File: config.mk
export PLATFORM = sky130hd
export DESIGN_NAME = srcr_regs
export DESIGN_NICKNAME = d
export VERILOG_FILES = /design/src/logic/srcr_pkg.sv /design/src/logic/srcr_regs.sv
export SDC_FILE = /design/constraint.sdc
export NUM_CORES = 1
export LEC_CHECK = 0
export BUFFER_PORTS_ARGS = -buffer_cell sky130_fd_sc_hd__buf_2
export CORE_MARGIN = 1
export CORE_UTILIZATION = 37
export CTS_BUF_LIST = sky130_fd_sc_hd__clkbuf_4 sky130_fd_sc_hd__clkbuf_8 sky130_fd_sc_hd__clkbuf_16
export CTS_CLUSTER_DIAMETER = 150
export CTS_CLUSTER_SIZE = 28
export DETAILED_ROUTE_END_ITERATION = 16
export HOLD_SLACK_MARGIN = 0.12
export PLACE_DENSITY = 0.73
export SLEW_MARGIN = 20
export SYNTH_ARGS = -nofsm -noshare
export SYNTH_HDL_FRONTEND = slang
export SYNTH_SLANG_ARGS = --single-unit
export TNS_END_PERCENT = 5
File: constraint.sdc
create_clock -name clk_i -period 2.43 [get_ports clk_i]
set_input_delay 0.6075 -clock clk_i [delete_from_list [all_inputs] [get_ports clk_i]]
set_output_delay 0.6075 -clock clk_i [all_outputs]
set_load 0.05 [all_outputs]
File: src/logic/srcr_pkg.sv
// Constants shared by the sensing-range configuration register bank.
package srcr_pkg;
	// Width of the register address and of every register.
	localparam int ADDR_W = 8;
	localparam int DATA_W = 8;
	// Field position: each register holds one field in bits 7 to 0.
	localparam int FIELD_MSB = 7;
	localparam int FIELD_LSB = 0;
	// Number of configuration entries held by this bank.
	localparam int NUM_CFG = 2;
	// Entry indices inside the bank.
	localparam int IDX_MIN_RES = 0;
	localparam int IDX_MIN_FREQ = 1;
	// Register offsets.
	localparam logic [7:0] MIN_RESISTANCE_RANGE_OFFSET = 8'h02;
	localparam logic [7:0] MIN_RESONANT_FREQUENCY_OFFSET = 8'h03;
	// Reset values.
	localparam logic [7:0] MIN_RESISTANCE_RANGE_RESET = 8'h14;
	localparam logic [7:0] MIN_RESONANT_FREQUENCY_RESET = 8'h45;
	// Offsets and resets per entry, in entry order.
	localparam logic [7:0] CFG_OFFSET [NUM_CFG] = '{MIN_RESISTANCE_RANGE_OFFSET,
		MIN_RESONANT_FREQUENCY_OFFSET};
	localparam logic [7:0] CFG_RESET [NUM_CFG] = '{MIN_RESISTANCE_RANGE_RESET,
		MIN_RESONANT_FREQUENCY_RESET};
	// Valid resistance codes; code 0x20 is the highest resistance.
	localparam logic [7:0] MIN_RES_CODE_LO = 8'h20;
	localparam logic [7:0] MIN_RES_CODE_HI = 8'h3f;
	// Width of the resistance step index handed to the front end.
	localparam int RANGE_IDX_W = 5;
	// Span of configuration offsets that active mode locks.
	localparam logic [7:0] LOCK_FIRST_OFFSET = 8'h01;
	localparam logic [7:0] LOCK_LAST_OFFSET = 8'h05;
	// Value returned for an offset this bank does not hold.
	localparam logic [7:0] UNMAPPED_READ_VALUE = 8'h00;
endpackage

File: src/logic/srcr_regs.sv
// Minimum resistance range and minimum resonant frequency configuration registers.
`timescale 1ns/1ps

module srcr_regs (
	// Clock and reset.
	input wire logic clk_i,
	input wire logic rst_n_i,
	// Register access port from the serial interface decoder.
	input wire logic [7:0] addr_i,
	input wire logic wr_en_i,
	input wire logic [7:0] wr_data_i,
	input wire logic rd_en_i,
	output logic [7:0] rd_data_o,
	output logic rd_valid_o,
	output logic wr_ignored_o,
	// Power mode bit held by the power configuration register.
	input wire logic active_mode_select_i,
	// Configuration handed to the measurement front end.
	output logic [7:0] min_resistance_range_o,
	output logic [7:0] min_resonant_frequency_o,
	output logic min_res_code_valid_o,
	output logic [4:0] min_res_range_idx_o
);

	// Stored field of each entry.
	logic [7:0] cfg_reg [srcr_pkg::NUM_CFG];
	// Per-entry address match.
	logic [srcr_pkg::NUM_CFG-1:0] hit;
	// Per-entry accepted write strobe.
	logic [srcr_pkg::NUM_CFG-1:0] wr_hit;
	// Read data register and its next value.
	logic [7:0] rd_data_reg;
	logic [7:0] rd_data_next;
	// Read acknowledge register.
	logic rd_valid_reg;
	// Decoded resistance range registers.
	logic code_valid_reg;
	logic code_valid_next;
	logic [4:0] range_idx_reg;
	logic [4:0] range_idx_next;
	// Next value of the resistance field, used to decode ahead of the store.
	logic [7:0] min_res_next;

	// Writes into the locked span are dropped while measurement is active.
	wire logic in_lock_span = (addr_i >= srcr_pkg::LOCK_FIRST_OFFSET) &&
		(addr_i <= srcr_pkg::LOCK_LAST_OFFSET);
	wire logic wr_locked = active_mode_select_i && in_lock_span;
	wire logic wr_allowed = wr_en_i && !wr_locked;

	// Each entry decodes its own offset and keeps its own field.
	genvar gi;
	generate
		for (gi = 0; gi < srcr_pkg::NUM_CFG; gi++) begin : g_cfg
			// Address match for this entry.
			assign hit[gi] = (addr_i == srcr_pkg::CFG_OFFSET[gi]);
			// Accepted write for this entry.
			assign wr_hit[gi] = wr_allowed && hit[gi];
			// The field loads only on an accepted write, so it keeps the last one.
			always_ff @(posedge clk_i) begin
				if (!rst_n_i) begin
					cfg_reg[gi] <= srcr_pkg::CFG_RESET[gi];
				end else if (wr_hit[gi]) begin
					cfg_reg[gi] <= wr_data_i;
				end
			end
		end
	endgenerate

	// Read multiplexer; an offset outside the bank reads as zero.
	assign rd_data_next = hit[srcr_pkg::IDX_MIN_RES] ? cfg_reg[srcr_pkg::IDX_MIN_RES] :
		hit[srcr_pkg::IDX_MIN_FREQ] ? cfg_reg[srcr_pkg::IDX_MIN_FREQ] :
		srcr_pkg::UNMAPPED_READ_VALUE;

	// Read data is captured on the request edge and held until the next read.
	always_ff @(posedge clk_i) begin
		if (!rst_n_i) begin
			rd_data_reg <= 8'h00;
		end else if (rd_en_i) begin
			rd_data_reg <= rd_data_next;
		end
	end

	// Read acknowledge follows the request by one cycle.
	always_ff @(posedge clk_i) begin
		if (!rst_n_i) begin
			rd_valid_reg <= 1'b0;
		end else begin
			rd_valid_reg <= rd_en_i;
		end
	end

	// Resistance field as it will stand after this edge.
	assign min_res_next = wr_hit[srcr_pkg::IDX_MIN_RES] ? wr_data_i :
		cfg_reg[srcr_pkg::IDX_MIN_RES];

	// A code is usable only inside the table; index 0 selects the highest resistance.
	assign code_valid_next = (min_res_next >= srcr_pkg::MIN_RES_CODE_LO) &&
		(min_res_next <= srcr_pkg::MIN_RES_CODE_HI);
	assign range_idx_next = code_valid_next ?
		min_res_next[4:0] : 5'h00;

	// Decoded lower bound of the input range, kept in step with the field.
	always_ff @(posedge clk_i) begin
		if (!rst_n_i) begin
			code_valid_reg <= 1'b0;
			range_idx_reg <= 5'h00;
		end else begin
			code_valid_reg <= code_valid_next;
			range_idx_reg <= range_idx_next;
		end
	end

	// Port drive; the refusal flag is a plain handshake decode.
	assign rd_data_o = rd_data_reg;
	assign rd_valid_o = rd_valid_reg;
	assign wr_ignored_o = wr_en_i && wr_locked;
	assign min_resistance_range_o = cfg_reg[srcr_pkg::IDX_MIN_RES];
	// The frequency code is computed by host software and used as stored.
	assign min_resonant_frequency_o = cfg_reg[srcr_pkg::IDX_MIN_FREQ];
	assign min_res_code_valid_o = code_valid_reg;
	assign min_res_range_idx_o = range_idx_reg;

	// Set one edge after reset release, so that look-back checks skip the reset edge.
	logic past_ok;
	always_ff @(posedge clk_i) begin
		if (!rst_n_i) begin
			past_ok <= 1'b0;
		end else begin
			past_ok <= 1'b1;
		end
	end

	// Reset leaves both fields at their documented values.
	chk_reset_values: assert property (@(posedge clk_i)
		!rst_n_i |=> (min_resistance_range_o == srcr_pkg::MIN_RESISTANCE_RANGE_RESET) &&
		(min_resonant_frequency_o == srcr_pkg::MIN_RESONANT_FREQUENCY_RESET))
		else $error("Configuration fields not at reset values after reset.");

	// An accepted frequency write lands on the next edge.
	chk_freq_write_lands: assert property (@(posedge clk_i) disable iff (!rst_n_i)
		wr_en_i && !active_mode_select_i &&
		(addr_i == srcr_pkg::MIN_RESONANT_FREQUENCY_OFFSET) |=>
		min_resonant_frequency_o == $past(wr_data_i))
		else $error("Frequency field did not take the permitted write.");

	// Any write in active mode leaves both fields unchanged.
	chk_active_lock: assert property (@(posedge clk_i) disable iff (!rst_n_i)
		wr_en_i && active_mode_select_i |=>
		$stable(min_resistance_range_o) && $stable(min_resonant_frequency_o))
		else $error("Field changed on a write during active mode.");

	// A field moves only because of a permitted write at its offset.
	chk_field_cause: assert property (@(posedge clk_i) disable iff (!rst_n_i || !past_ok)
		$changed(min_resistance_range_o) |->
		$past(wr_en_i) && !$past(active_mode_select_i) &&
		($past(addr_i) == srcr_pkg::MIN_RESISTANCE_RANGE_OFFSET))
		else $error("Resistance field changed without a permitted write.");

	// Read of the resistance offset returns the field one cycle later.
	chk_read_returns: assert property (@(posedge clk_i) disable iff (!rst_n_i)
		rd_en_i && !wr_en_i && (addr_i == srcr_pkg::MIN_RESISTANCE_RANGE_OFFSET) |=>
		rd_valid_o && (rd_data_o == min_resistance_range_o))
		else $error("Read did not return the stored resistance field.");

	// The decoded range follows the field with no lag.
	chk_range_decode: assert property (@(posedge clk_i) disable iff (!rst_n_i || !past_ok)
		min_res_code_valid_o == ((min_resistance_range_o >= srcr_pkg::MIN_RES_CODE_LO) &&
		(min_resistance_range_o <= srcr_pkg::MIN_RES_CODE_HI)))
		else $error("Range valid flag disagrees with resistance field.");

	// A valid code maps to its offset from the lowest table code.
	chk_range_index: assert property (@(posedge clk_i) disable iff (!rst_n_i || !past_ok)
		min_res_code_valid_o |->
		({3'h1, min_res_range_idx_o} == min_resistance_range_o))
		else $error("Range index does not match resistance code.");

	// A permitted write to the resistance offset lands on the next edge.
	chk_res_write_lands: assert property (@(posedge clk_i) disable iff (!rst_n_i)
		wr_en_i && !active_mode_select_i &&
		(addr_i == srcr_pkg::MIN_RESISTANCE_RANGE_OFFSET) |=>
		min_resistance_range_o == $past(wr_data_i))
		else $error("Resistance field did not take the permitted write.");

	// The frequency field also moves only because of a permitted write.
	chk_freq_cause: assert property (@(posedge clk_i) disable iff (!rst_n_i || !past_ok)
		$changed(min_resonant_frequency_o) |->
		$past(wr_en_i) && !$past(active_mode_select_i) &&
		($past(addr_i) == srcr_pkg::MIN_RESONANT_FREQUENCY_OFFSET))
		else $error("Frequency field changed without a permitted write.");

	// Read of the frequency offset returns the field one cycle later.
	chk_read_freq: assert property (@(posedge clk_i) disable iff (!rst_n_i)
		rd_en_i && !wr_en_i && (addr_i == srcr_pkg::MIN_RESONANT_FREQUENCY_OFFSET) |=>
		rd_valid_o && (rd_data_o == min_resonant_frequency_o))
		else $error("Read did not return the stored frequency field.");

	// An offset outside the bank reads as the fixed unmapped value.
	chk_read_unmapped: assert property (@(posedge clk_i) disable iff (!rst_n_i)
		rd_en_i && (addr_i != srcr_pkg::MIN_RESISTANCE_RANGE_OFFSET) &&
		(addr_i != srcr_pkg::MIN_RESONANT_FREQUENCY_OFFSET) |=>
		rd_data_o == srcr_pkg::UNMAPPED_READ_VALUE)
		else $error("Unmapped read did not return the fixed value.");

	// Every read is acknowledged once, one cycle after its request.
	chk_read_ack: assert property (@(posedge clk_i) disable iff (!rst_n_i || !past_ok)
		rd_valid_o == $past(rd_en_i))
		else $error("Read acknowledge does not follow the read request.");

	// A write to either field is flagged as refused exactly when active mode locks it.
	chk_lock_flag: assert property (@(posedge clk_i) disable iff (!rst_n_i)
		wr_en_i && ((addr_i == srcr_pkg::MIN_RESISTANCE_RANGE_OFFSET) ||
		(addr_i == srcr_pkg::MIN_RESONANT_FREQUENCY_OFFSET)) |->
		wr_ignored_o == active_mode_select_i)
		else $error("Refusal flag disagrees with the power mode bit.");

endmodule

==> reports/qor.yml <==
placement:
  hpwlAfterDp_um: 2380
  gp_congestion: 0.912
  placed_cell_area_um2: 1690
  io_buffer_count: 52
  post-place-ws_ns: -0.00611
pwr:
  power_leakage_nw: 0.842
  p_per_area_nw_per_um2: 647
  vdd_ir_drop_max_mv: 0.249
clock_tree:
  cts_buffer_depth: 2
  cts_made_buffers: 5
  clk_pin_slew_worst_paths_ns: 0.09
  clk_latency_ns: 0.33
  htreeDepth: 2
  cts_tree: "yes"
  ctsRootBufferMaster: "clkbuf_4"
  holdBufCountCts: 0
  cts.sinks: 31
detailed_routing:
  avgRoutedWirePerCell_um: 13.4
  drt_wl_total_um: 3030
  ant_nets: 0
  drtIter0Drc: 30
  vias_per_cell: 4.88
  vias: 1104
  drc: 0
  dr.pass1.iters: 4
finish:
  drive_above_1_share: 0.417
  syn_to_final_growth_pct: 33.8
  final_util: 0.526
  layout.nets: 200
  finalInstanceArea_um2: 1780
  diodes: 0
  largest_reg_flops: 16
sta:
  hold_viol_final: 0
  layout_min_cycle_time_ns: 2.28
  fin_crit_sh: 0.937
  worst_slack_ns: 0.153
  hold_slack_ns: 0.478
  max_slew_margin: 0.568
  fmax_ghz: 0.439
  setup_viol: 0
  rsz0062_at_grt: "false"
  tightest_slew_ns: 0.643
  fin_tns_setup_ns: 0
  slew_violations: 0
  skew_ns: 0.00810
synth:
  yosysTopAreaCell: "edfxtp_1"
  syn-cell-area_um2: 1330
  synth-seq-area-share: 0.586
  synth_top_area_share: 0.361
  ys_warn_count: 0
  syn-num-nets: 134
  synth_area_leaders: "edfxtp_1, dfxtp_1, mux2i_1"
  synth_cells: 113
  ys_seq_elements: 31
  ys_types: 24
  post_synth.cell_area_avg_um2: 11.8
die:
  initial_core_util: 0.393
  die_width_um: 62.0
  core-area_um2: 3390
  die_h_um: 62.0
  io_pins: 53
  die_area_um2: 3840
  placementRows: 21
run_status:
  status: "finished, final reports clean"
global_route:
  track_usage: 0.169
  grt_max_degree: 11
  grt_pass1_wl_um: 4560
  antenna_found_initial: 0
  grt_pass1_vias: 1061
  grt-ovfl-total: 0
worst_setup_path:
  critPathMostFrequentCell: "buf_2"
  slowest_stage: "nor4_1"
  path_cells: "buf_2, nor4_1, nand3b_1, nor2_1, buf_2"
  critPathMaxStageDelay_ns: 0.34
  critical_path_required_ns: 1.82
  crit_path_end_kind: "output port"
  startpoint_type: "primary input"
  critPathKind: "primary input to output port"
  crit_fanout: 3
  crit_arrival_ns: 1.67
  worstRegToRegCells: 4
min_path:
  hold_class: "register to register"
  min_delay_path_depth: 1
job:
  drv_cap: 0
-- through the flow --
| step | cells | power [mW] |
|---|---|---|
| after detailed placement | 216 | 0.779 |
| after global placement | 216 | 0.776 |
| after CTS | 224 | 1.16 |
| after floorplan | 113 | 0.720 |
| after global routing | 226 | 1.20 |
| final | 226 | 1.15 |
-- per-layer routing --
metal	part of all wire	track usage	up-vias	routed length (um)
met2	0.50	0.284	36	1520
met5	0	0	-	0
met3	0.048	0.0455	10	146
li1	-	-	537	-
met4	0.026	0.117	0	80
met1	0.42	0.184	521	1290
-- path summary, 6_finish.rpt --
path,end,start,slack [ns]
worst max register to register,min_res_range_idx_o[3]$_SDFF_PN0_,cfg_reg[0][6]$_SDFFCE_PN0P_,1.20
worst min register to register,rd_data_o[3]$_SDFFE_PN0P_,rd_data_o[3]$_SDFFE_PN0P_,0.48
worst max-delay path,wr_ignored_o,addr_i[6],0.15
worst min-delay path,rd_data_o[3]$_SDFFE_PN0P_,rd_data_o[3]$_SDFFE_PN0P_,0.48
-- cell usage after synthesis --
cell type,n
dfxtp_1,15
nor4_1,1
and2_1,10
nand2_1,14
and3_4,1
inv_2,1
nand3b_1,1
buf_6,1
nor4b_1,1
clkbuf_1,2
nand3_1,1
or4_4,1
mux2i_1,13
nor2b_1,1
or3_1,1
o22a_1,8
nor2_1,10
nor3_1,3
nand4b_1,1
nor4_2,2
o21ai_1,1
nand2b_1,7
edfxtp_1,16
mux2_4,1
-- what timing repair did --
action / in CTS / in global routing
setup buffers: 0 / 2
endpoints found under the setup margin: 0 / 1
resized for setup: 0 / 0
-- cell type report --
cell class	count	area, um^2
Clock buffer	5	37.5
Clock inverter	3	38.8
Fill cell	324	1610
Inverter	1	3.75
Multi-Input combinational cell	78	528
Sequential cell	31	781
Tap cell	46	57.6
Timing Repair Buffer	62	335
-- report_power, final --
part           internal, mW  leakage, nW  switching (mW)
Sequential            0.572        0.278          0.0145
Combinational        0.0526        0.522           0.129
Clock                 0.211       0.0426           0.174
Total                 0.836        0.842           0.317
-- placed cells by master (no fill, tap or decap), drive strengths merged, types with 2 or more instances in the layout --
cell type,n
nor2,10
nand2b,7
clkinv,2
nor4,3
and2,10
o22a,8
mux2i,13
dfxtp,15
buf,62
nor3,3
clkbuf,5
nand2,14
edfxtp,16
-- critical path, delay by kind of cell --
family,cells,cell delay (ns)
and+or+nand+nor,3,0.69
buffers and inverters,2,0.37
-- logic make-up after synthesis --
kind of cell	share of synthesized area
AO/OA/AOI/OAI	0.0564
buffers and inverters	0.0169
AND/OR/NAND/NOR	0.231
flip-flops	0.586
multiplexers	0.109
Power figures use the tool's default switching activity.
